===== src/verilog/nsefr_consts.vh =====
`ifndef NSEFR_CONSTS_VH
`define NSEFR_CONSTS_VH
// feature addresses
`define NSEFR_FA_STATUS 8'hC0
`define NSEFR_FA_DRIVE 8'hD0
`define NSEFR_FA_CONFIG 8'hB0
`define NSEFR_FA_ECCEXT 8'hF0
// command codes on the serial link
`define NSEFR_CMD_FREAD 8'h0F
`define NSEFR_CMD_FWRITE 8'h1F
`define NSEFR_CMD_WREN 8'h06
`define NSEFR_CMD_WRDI 8'h04
`define NSEFR_CMD_RESET 8'hFF
`define NSEFR_CMD_PROG 8'h10
`define NSEFR_CMD_READ 8'h13
`define NSEFR_CMD_ERASE 8'hD8
// status bit positions
`define NSEFR_ST_BUSY 0
`define NSEFR_ST_WLATCH 1
`define NSEFR_ST_EFAIL 2
`define NSEFR_ST_PFAIL 3
`define NSEFR_ST_CS_LO 4
`define NSEFR_ST_CS_HI 5
// other field positions
`define NSEFR_DS_LO 5
`define NSEFR_DS_HI 6
`define NSEFR_CFG_ECC_EN 4
`define NSEFR_EXT_LO 4
`define NSEFR_EXT_HI 5
// reset values
`define NSEFR_RST_DRIVE 2'b00
`define NSEFR_RST_ECC_EN 1'b1
// cache byte map
`define NSEFR_SPARE_BASE 13'h1000
`define NSEFR_PARITY_BASE 13'h1080
`define NSEFR_PARITY_LAST 13'h10FF
`define NSEFR_BAD_MARK 8'h00
`define NSEFR_BAD_MARK_ADDR 13'h1000
`endif


===== src/verilog/nsefr_top.v =====
// How it works
// - status byte read via feature-read at C0h
// - drive select at D0h, read and write
// - program fail set on failure or lock
// - program fail cleared by program, reset
// - erase fail set on failure or lock
// - write enable latch gates program, erase
// - busy flag high during array operations
// - correction status zeroed, then updated on read
// - correction status meaningless with correction off
// - status after reset reflects page zero load
// - codes 00 and 01 with extension
// - codes 10 uncorrected, 11 eight corrected
// - correction enabled at power-up, feature bit
// - program computes code over cache page
// - read recomputes, corrects, outputs corrected data
// - protected byte map of main and spare
// - parity area writes ignored when correcting
// - factory bad mark 00h at byte 4096
`timescale 1ns/1ns
`include "nsefr_consts.vh"
module nsefr_top (
    // clock and reset
    input wire i_mclk,
    input wire i_rst,
    // serial link
    input wire i_sclk,
    input wire i_cs_n,
    input wire i_mosi,
    output reg o_miso,
    output reg o_miso_oe_n,
    // array engine handshake
    output reg o_prog_start,
    output reg o_read_start,
    output reg o_erase_start,
    output reg [23:0] o_row_addr,
    input wire i_op_done,
    input wire i_op_fail,
    input wire i_addr_locked,
    input wire [3:0] i_err_count,
    input wire i_uncorrectable,
    // cache port and feature outputs
    input wire [12:0] i_cache_addr,
    input wire i_cache_we,
    output reg o_cache_we,
    output reg o_cache_protected,
    output reg o_ecc_enable,
    output reg [1:0] o_drive_sel
);

// ---------------------------------------------------------
// link synchronisers
// ---------------------------------------------------------
reg [1:0] sclk_s_r;
reg [1:0] cs_s_r;
reg [1:0] mosi_s_r;
reg sclk_d_r;
reg cs_d_r;
wire rise = sclk_s_r[1] & ~sclk_d_r;
wire fall = ~sclk_s_r[1] & sclk_d_r;
wire sel = ~cs_s_r[1];
wire frame_end = cs_s_r[1] & ~cs_d_r;

// two stages before anything looks at the pins
always @(posedge i_mclk) begin
    if (i_rst) begin
        sclk_s_r <= 2'b00;
        cs_s_r <= 2'b11;
        mosi_s_r <= 2'b00;
        sclk_d_r <= 1'b0;
        cs_d_r <= 1'b1;
    end else begin
        sclk_s_r <= {sclk_s_r[0], i_sclk};
        cs_s_r <= {cs_s_r[0], i_cs_n};
        mosi_s_r <= {mosi_s_r[0], i_mosi};
        sclk_d_r <= sclk_s_r[1];
        cs_d_r <= cs_s_r[1];
    end
end

// ---------------------------------------------------------
// byte assembly
// ---------------------------------------------------------
reg [7:0] sh_r;
reg [2:0] bit_r;
reg [2:0] byte_r;
reg [7:0] cmd_r;
reg [7:0] fa_r;
reg [23:0] adr_r;
wire [7:0] sh_nxt = {sh_r[6:0], mosi_s_r[1]};
wire byte_done = sel & rise & (bit_r == 3'd7);

// byte count saturates at 7; later bytes only repeat the read
always @(posedge i_mclk) begin
    if (i_rst || !sel) begin
        sh_r <= 8'h00;
        bit_r <= 3'd0;
        byte_r <= 3'd0;
    end else if (rise) begin
        sh_r <= sh_nxt;
        bit_r <= bit_r + 3'd1;
        if (bit_r == 3'd7 && byte_r != 3'd7)
            byte_r <= byte_r + 3'd1;
    end
end

// command, feature address and row address capture
always @(posedge i_mclk) begin
    if (i_rst) begin
        cmd_r <= 8'h00;
        fa_r <= 8'h00;
        adr_r <= 24'h00_0000;
    end else if (byte_done) begin
        if (byte_r == 3'd0)
            cmd_r <= sh_nxt;
        if (byte_r == 3'd1)
            fa_r <= sh_nxt;
        if (byte_r >= 3'd1 && byte_r <= 3'd3)
            adr_r <= {adr_r[15:0], sh_nxt};
    end
end

// ---------------------------------------------------------
// feature registers and status flags
// ---------------------------------------------------------
localparam ST_IDLE = 2'd0;
localparam ST_BUSY = 2'd1;
localparam ST_RDBUSY = 2'd2;
localparam OP_PROG = 2'd0;
localparam OP_READ = 2'd1;
localparam OP_ERASE = 2'd2;
localparam OP_RESET = 2'd3;

reg [1:0] st_r;
reg [1:0] op_r;
reg write_enable_latch_r;
reg pfail_r;
reg efail_r;
reg [1:0] cs_main_r;
reg [1:0] cs_ext_r;
reg [7:0] stat_byte;
reg [7:0] rd_byte;

wire is_fw = frame_end & (cmd_r == `NSEFR_CMD_FWRITE) & (byte_r >= 3'd3);
wire go = frame_end & (st_r == ST_IDLE);
wire c_prog = go & (cmd_r == `NSEFR_CMD_PROG) & (byte_r >= 3'd4);
wire c_read = go & (cmd_r == `NSEFR_CMD_READ) & (byte_r >= 3'd4);
wire c_erase = go & (cmd_r == `NSEFR_CMD_ERASE) & (byte_r >= 3'd4);
wire c_reset = frame_end & (cmd_r == `NSEFR_CMD_RESET);
// program and erase proceed only with the latch set
wire p_ok = c_prog & write_enable_latch_r & ~i_addr_locked;
wire e_ok = c_erase & write_enable_latch_r & ~i_addr_locked;
wire p_lock = c_prog & write_enable_latch_r & i_addr_locked;
wire e_lock = c_erase & write_enable_latch_r & i_addr_locked;
wire done = (st_r != ST_IDLE) & i_op_done;

// drive strength and correction enable, writable by feature write
always @(posedge i_mclk) begin
    if (i_rst) begin
        o_drive_sel <= `NSEFR_RST_DRIVE;
        o_ecc_enable <= `NSEFR_RST_ECC_EN;
    end else if (is_fw) begin
        if (fa_r == `NSEFR_FA_DRIVE)
            o_drive_sel <= adr_r[`NSEFR_DS_HI:`NSEFR_DS_LO];
        if (fa_r == `NSEFR_FA_CONFIG)
            o_ecc_enable <= adr_r[`NSEFR_CFG_ECC_EN];
        // writes aimed at the status address fall through here
    end
end

// write enable latch
always @(posedge i_mclk) begin
    if (i_rst)
        write_enable_latch_r <= 1'b0;
    else if (go && cmd_r == `NSEFR_CMD_WREN)
        write_enable_latch_r <= 1'b1;
    else if (go && cmd_r == `NSEFR_CMD_WRDI)
        write_enable_latch_r <= 1'b0;
    else if (p_ok || e_ok || c_reset)
        write_enable_latch_r <= 1'b0;
end

// fail flags: a set from the engine beats any clear in that cycle
always @(posedge i_mclk) begin
    if (i_rst) begin
        pfail_r <= 1'b0;
        efail_r <= 1'b0;
    end else begin
        if ((done && op_r == OP_PROG && i_op_fail) || p_lock)
            pfail_r <= 1'b1;
        else if (p_ok || c_reset)
            pfail_r <= 1'b0;
        if ((done && op_r == OP_ERASE && i_op_fail) || e_lock)
            efail_r <= 1'b1;
        else if (e_ok || c_reset)
            efail_r <= 1'b0;
    end
end

// operation sequencer; after reset release page zero is loaded
always @(posedge i_mclk) begin
    if (i_rst) begin
        st_r <= ST_RDBUSY;
        op_r <= OP_READ;
        o_prog_start <= 1'b0;
        o_read_start <= 1'b1;
        o_erase_start <= 1'b0;
        o_row_addr <= 24'h00_0000;
    end else begin
        o_prog_start <= 1'b0;
        o_read_start <= 1'b0;
        o_erase_start <= 1'b0;
        case (st_r)
            ST_IDLE: begin
                if (p_ok) begin
                    // engine encodes the cache page first
                    st_r <= ST_BUSY;
                    op_r <= OP_PROG;
                    o_prog_start <= 1'b1;
                    o_row_addr <= adr_r;
                end else if (c_read) begin
                    st_r <= ST_RDBUSY;
                    op_r <= OP_READ;
                    o_read_start <= 1'b1;
                    o_row_addr <= adr_r;
                end else if (e_ok) begin
                    st_r <= ST_BUSY;
                    op_r <= OP_ERASE;
                    o_erase_start <= 1'b1;
                    o_row_addr <= adr_r;
                end else if (c_reset) begin
                    st_r <= ST_BUSY;
                    op_r <= OP_RESET;
                end
            end
            ST_BUSY, ST_RDBUSY: begin
                if (c_reset) begin
                    // abort; engine must answer with done
                    st_r <= ST_BUSY;
                    op_r <= OP_RESET;
                end else if (i_op_done) begin
                    st_r <= ST_IDLE;
                end
            end
            default: begin
                st_r <= ST_IDLE;
            end
        endcase
    end
end

// correction status: cleared at read start, encoded at read end
always @(posedge i_mclk) begin
    if (i_rst || c_reset || c_read) begin
        cs_main_r <= 2'b00;
        cs_ext_r <= 2'b00;
    end else if (done && op_r == OP_READ && o_ecc_enable) begin
        // with correction off the fields stay at 00
        if (i_uncorrectable) begin
            cs_main_r <= 2'b10;
            cs_ext_r <= 2'b00;
        end else if (i_err_count == 4'd8) begin
            cs_main_r <= 2'b11;
            cs_ext_r <= 2'b00;
        end else if (i_err_count == 4'd0) begin
            cs_main_r <= 2'b00;
            cs_ext_r <= 2'b00;
        end else begin
            cs_main_r <= 2'b01;
            if (i_err_count <= 4'd4)
                cs_ext_r <= 2'b00;
            else
                cs_ext_r <= i_err_count[1:0];
        end
    end
end

// ---------------------------------------------------------
// feature read mux
// ---------------------------------------------------------
// the address byte is still landing in fa_r when the first
// answer byte is loaded, so take it straight from the shifter
wire [7:0] fa_w = (byte_done && byte_r == 3'd1) ? sh_nxt : fa_r;

always @* begin
    stat_byte = 8'h00;
    stat_byte[`NSEFR_ST_BUSY] = (st_r != ST_IDLE);
    stat_byte[`NSEFR_ST_WLATCH] = write_enable_latch_r;
    stat_byte[`NSEFR_ST_EFAIL] = efail_r;
    stat_byte[`NSEFR_ST_PFAIL] = pfail_r;
    stat_byte[`NSEFR_ST_CS_HI:`NSEFR_ST_CS_LO] = cs_main_r;
    case (fa_w)
        `NSEFR_FA_STATUS: rd_byte = stat_byte;
        `NSEFR_FA_DRIVE: rd_byte = {1'b0, o_drive_sel, 5'b0_0000};
        `NSEFR_FA_CONFIG: rd_byte = {3'b000, o_ecc_enable, 4'h0};
        `NSEFR_FA_ECCEXT: rd_byte = {2'b00, cs_ext_r, 4'h0};
        default: rd_byte = 8'h00; // unmapped address reads zero
    endcase
end

// ---------------------------------------------------------
// serial output
// ---------------------------------------------------------
reg [7:0] tx_r;
reg [2:0] txc_r;
reg tx_on_r;

// loaded after the address byte, refreshed every byte so a
// long read keeps polling live status
always @(posedge i_mclk) begin
    if (i_rst || !sel) begin
        tx_r <= 8'h00;
        txc_r <= 3'd0;
        tx_on_r <= 1'b0;
        o_miso <= 1'b0;
        o_miso_oe_n <= 1'b1;
    end else if (byte_done && byte_r == 3'd1 &&
                 cmd_r == `NSEFR_CMD_FREAD) begin
        tx_on_r <= 1'b1;
        txc_r <= 3'd0;
        tx_r <= rd_byte;
    end else if (fall && tx_on_r) begin
        o_miso <= tx_r[7];
        o_miso_oe_n <= 1'b0;
        txc_r <= txc_r + 3'd1;
        if (txc_r == 3'd7)
            tx_r <= rd_byte;
        else
            tx_r <= {tx_r[6:0], 1'b0};
    end
end

// ---------------------------------------------------------
// cache byte map
// ---------------------------------------------------------
wire in_parity = (i_cache_addr >= `NSEFR_PARITY_BASE) &&
                 (i_cache_addr <= `NSEFR_PARITY_LAST);
wire in_meta1 = (i_cache_addr >= `NSEFR_SPARE_BASE) &&
                (i_cache_addr < `NSEFR_PARITY_BASE) &&
                (i_cache_addr[3:2] == 2'b00);

// mark byte sits in unprotected meta so it survives
always @(posedge i_mclk) begin
    if (i_rst) begin
        o_cache_we <= 1'b0;
        o_cache_protected <= 1'b0;
    end else begin
        o_cache_we <= i_cache_we & ~(o_ecc_enable & in_parity);
        o_cache_protected <= ~in_meta1 &&
            (i_cache_addr <= `NSEFR_PARITY_LAST);
    end
end

endmodule // nsefr_top


===== config.mk =====
export PLATFORM = sky130hd
export DESIGN_NAME = nsefr_top
export DESIGN_NICKNAME = d
export VERILOG_FILES = /design/src/verilog/nsefr_top.v
export VERILOG_INCLUDE_DIRS = /design/src /design/src/verilog
export SDC_FILE = /design/constraint.sdc
export NUM_CORES = 1
export LEC_CHECK = 0
export BUFFER_PORTS_ARGS = -buffer_cell sky130_fd_sc_hd__buf_4
export CORE_UTILIZATION = 39
export DETAILED_ROUTE_END_ITERATION = 12
export PLACE_DENSITY = 0.54
export SLEW_MARGIN = 20
export SYNTH_ARGS = -nofsm -noshare
export SYNTH_HDL_FRONTEND = slang
export SYNTH_SLANG_ARGS = --single-unit
export TNS_END_PERCENT = 5

===== constraint.sdc =====
create_clock -name i_mclk -period 2.2 [get_ports i_mclk]
set_input_delay 0.11 -clock i_mclk [delete_from_list [all_inputs] [get_ports i_mclk]]
set_output_delay 0.11 -clock i_mclk [all_outputs]
set_load 0.005 [all_outputs]

==> reports/results.txt <==
max cap viols = 0
post-synthesis sequential area ratio = 0.492
top cells by count, synth = dfxtp_1 (118), nor2_1 (104), mux2i_1 (72)
Cell Area, Synth = 4800 um2
achievable clock frequency = 0.475 GHz
worst setup margin = 95.7 ps
Rel. slew slack = 0.483
TNS Setup = 0 ps
clock sinks = 118
# DRC = 0
Slowest-stage cell, CP = or4b_1
layout net count = 626
global-route wire length before repair = 17,200 um
Die H = 113 um
total grt overflow = 0
EDFF count, synth = 0
Async SR Flop Fraction = 0
endpoints failing hold = 0
post-detail-place hpwl = 7300 um
CTS max path bufs = 2
Clock transition at path regs = 50 ps
FF+latch count, synth = 118
Root Driver = clkbuf_16
Post-CTS Setup Bufs = 0
Reg2Reg Depth = 6
Hold WS = 36.4 ps
status = finished, final reports clean
vias = 3,762
Synth Flop Type = dfxtp_1
CP Data Required Time = 2540 ps
Via density = 5.03
Synth area leaders = dfxtp_1 (49%), mux2i_1 (15%), nor2_1 (8.1%)
clock latency on the worst-skew pair = 410 ps
H-tree depth = 4
DR WL/cell = 14.2 um
Area growth syn-to-layout = 30.6%
largest area contributor in the netlist = dfxtp_1
via count of the first global-routing pass = 3,513
Critical Path Sink = tx_r[5]
Core Rows = 40
CP arrival = 2440 ps
final slew viol count = 0
Distinct cells, synth = 56
Clk pwr share = 0.562
I/O Buffers = 55
Setup Skew = 4.28 ps
Worst Path Buf+Inv = 1
Die Width = 113 um
CP Class = reg2reg
worst slack, placed = -14.3 ps
largest net degree at the start of global routing = 76
maximum VDD drop = 0.624 mV
Post-Syn Nets = 541
FF-to-FF setup slack = 100 ps
RR Startpoint = sh_r[0]
critical path depth = 6
fraction of layout cells with a size suffix above 1 = 0.208
Die Area = 12,800 um2
final WL = 10,600 um
actual slew at the worst max-slew pin = 776 ps
1st-iter DRT viols = 212
most numerous cell in the Yosys netlist = dfxtp_1
drt pass-1 iters = 4
Pleak = 2.97 nW
IO Pins = 61
worst hold path class = in2reg
CP startpoint kind = flip-flop
CP top delay family = simple AND/OR/NAND/NOR gates
final setup vio count = 0
Reg-to-Reg End = tx_r[5]
share of the synthesized area in the top cell type = 0.492
Tot GR Track Use = 0.175
combinational share of power = 0.038
post-synthesis cell count = 503
internal power = 4.31 mW
min cycle time layout = 2100 ps
Sw Pwr = 1.11 mW
Total Power = 5.41 mW
TritonCTS buffer count = 17
worst-path cell chain = or4b_1, nor4_1, mux2i_1, buf_4, o221a_2, nor3_1
CTS tree = done
ANT cells = 0
switching part of the total power = 0.204
core area = 12,000 um2
RD Place Congestion = 0.862
Avg Inst Size Synth = 9.54 um2
initial antenna violation count = 0
crit end category = flip-flop
final worst-path cycle share = 0.956
Ys Warns = 0
CP max FO = 3
pwr dens = 864 nW/um2
Reg power frac = 0.401
Core Util, Final = 0.522
post-detailed-route count of antenna-violating nets = 0
Worst Setup SP = sh_r[0]
slowest stage delay, CP = 570 ps
Starting Density = 0.400
## final cells by class
| cell class | count | area [um2] |
|---|---|---|
| clock buffer | 19 | 453 |
| clock inverter | 13 | 201 |
| fill | 1126 | 5750 |
| inverter | 12 | 45.0 |
| multi-input combinational | 355 | 2340 |
| sequential | 118 | 2360 |
| tap | 147 | 184 |
| timing repair buffer | 84 | 678 |
## per-stage QoR
step                      instance area [um2]  std cells
after floorplan                          4800        503
after global routing                     6270        748
after global placement                   5500        707
after CTS                                6250        748
final                                    6270        748
after detailed placement                 5500        707
## timing repair
item                                    4_1_cts  5_1_grt
hold buffers                                  9        0
pin swaps                                     0        1
endpoints found under the hold margin         7        0
gates resized for setup                       1        4
endpoints found under the setup margin        1        7
## worst register-to-register path, stage by stage, from the launching register on
cell	delay, ps
dfxtp_1	300
or4b_1	570
nor4_1	390
mux2i_1	220
buf_4	190
o221a_2	250
nor3_1	120
## per-layer routing
layer | up-vias | wire length (um) | track usage
met4 | 0 | 157 | 0.0728
met2 | 59 | 4720 | 0.263
li1 | 1924 | - | -
met5 | - | 0 | 0
met1 | 1765 | 5290 | 0.229
met3 | 14 | 449 | 0.0605
## how the worst min path moves through the flow
stage | start | to | slack [ps] | depth (start not counted)
floorplan | i_cache_addr[12] | o_cache_protected | 200 | 1
global placement | i_cs_n | cs_s_r[0] | 300 | 2
detailed placement | i_cs_n | cs_s_r[0] | 300 | 2
CTS | i_uncorrectable | cs_main_r[0] | 10 | 4
global route | i_uncorrectable | cs_main_r[0] | 40 | 4
finish | i_uncorrectable | cs_main_r[0] | 40 | 4
## power by group through the flow
stage,clock network (mW),registers [mW],logic (mW)
after floorplan,0,2.21,0.117
after global placement,0,2.21,0.190
after detailed placement,0,2.22,0.192
after CTS,3.11,2.17,0.206
after global routing,3.20,2.17,0.226
final,3.04,2.17,0.203
## flip-flops by register name (all words and copies together) (netlist names), 2 cells and up
name and cells:
mosi_s_r 2, cs_main_r 2, cs_ext_r 2, o_drive_sel 2
cmd_r 8, txc_r 3, st_r 2, op_r 2
sclk_s_r 2, sh_r 7, tx_r 8, o_row_addr 24
cs_s_r 2, byte_r 3, bit_r 3, fa_r 8
adr_r 24
## kinds of logic after synthesis
logic type,share of synthesized area
XOR/XNOR,0.00548
AND/OR/NAND/NOR,0.217
multiplexers,0.150
adder cells (fa/ha/maj),0.0287
flip-flops,0.492
buffers and inverters,0.0248
AO/OA/AOI/OAI,0.0816
## cells in the final DEF (no fill, tap or decap), drive strengths merged, types with 9 or more instances in the layout
cell         count
mux2i           72
dfxtp          118
ha              11
clkbuf          19
inv             12
nand2b           9
buf             75
dlygate4sd3      9
a21oi           23
nor2           105
nand2           36
Note: power is estimated with default switching activity, not from simulation.
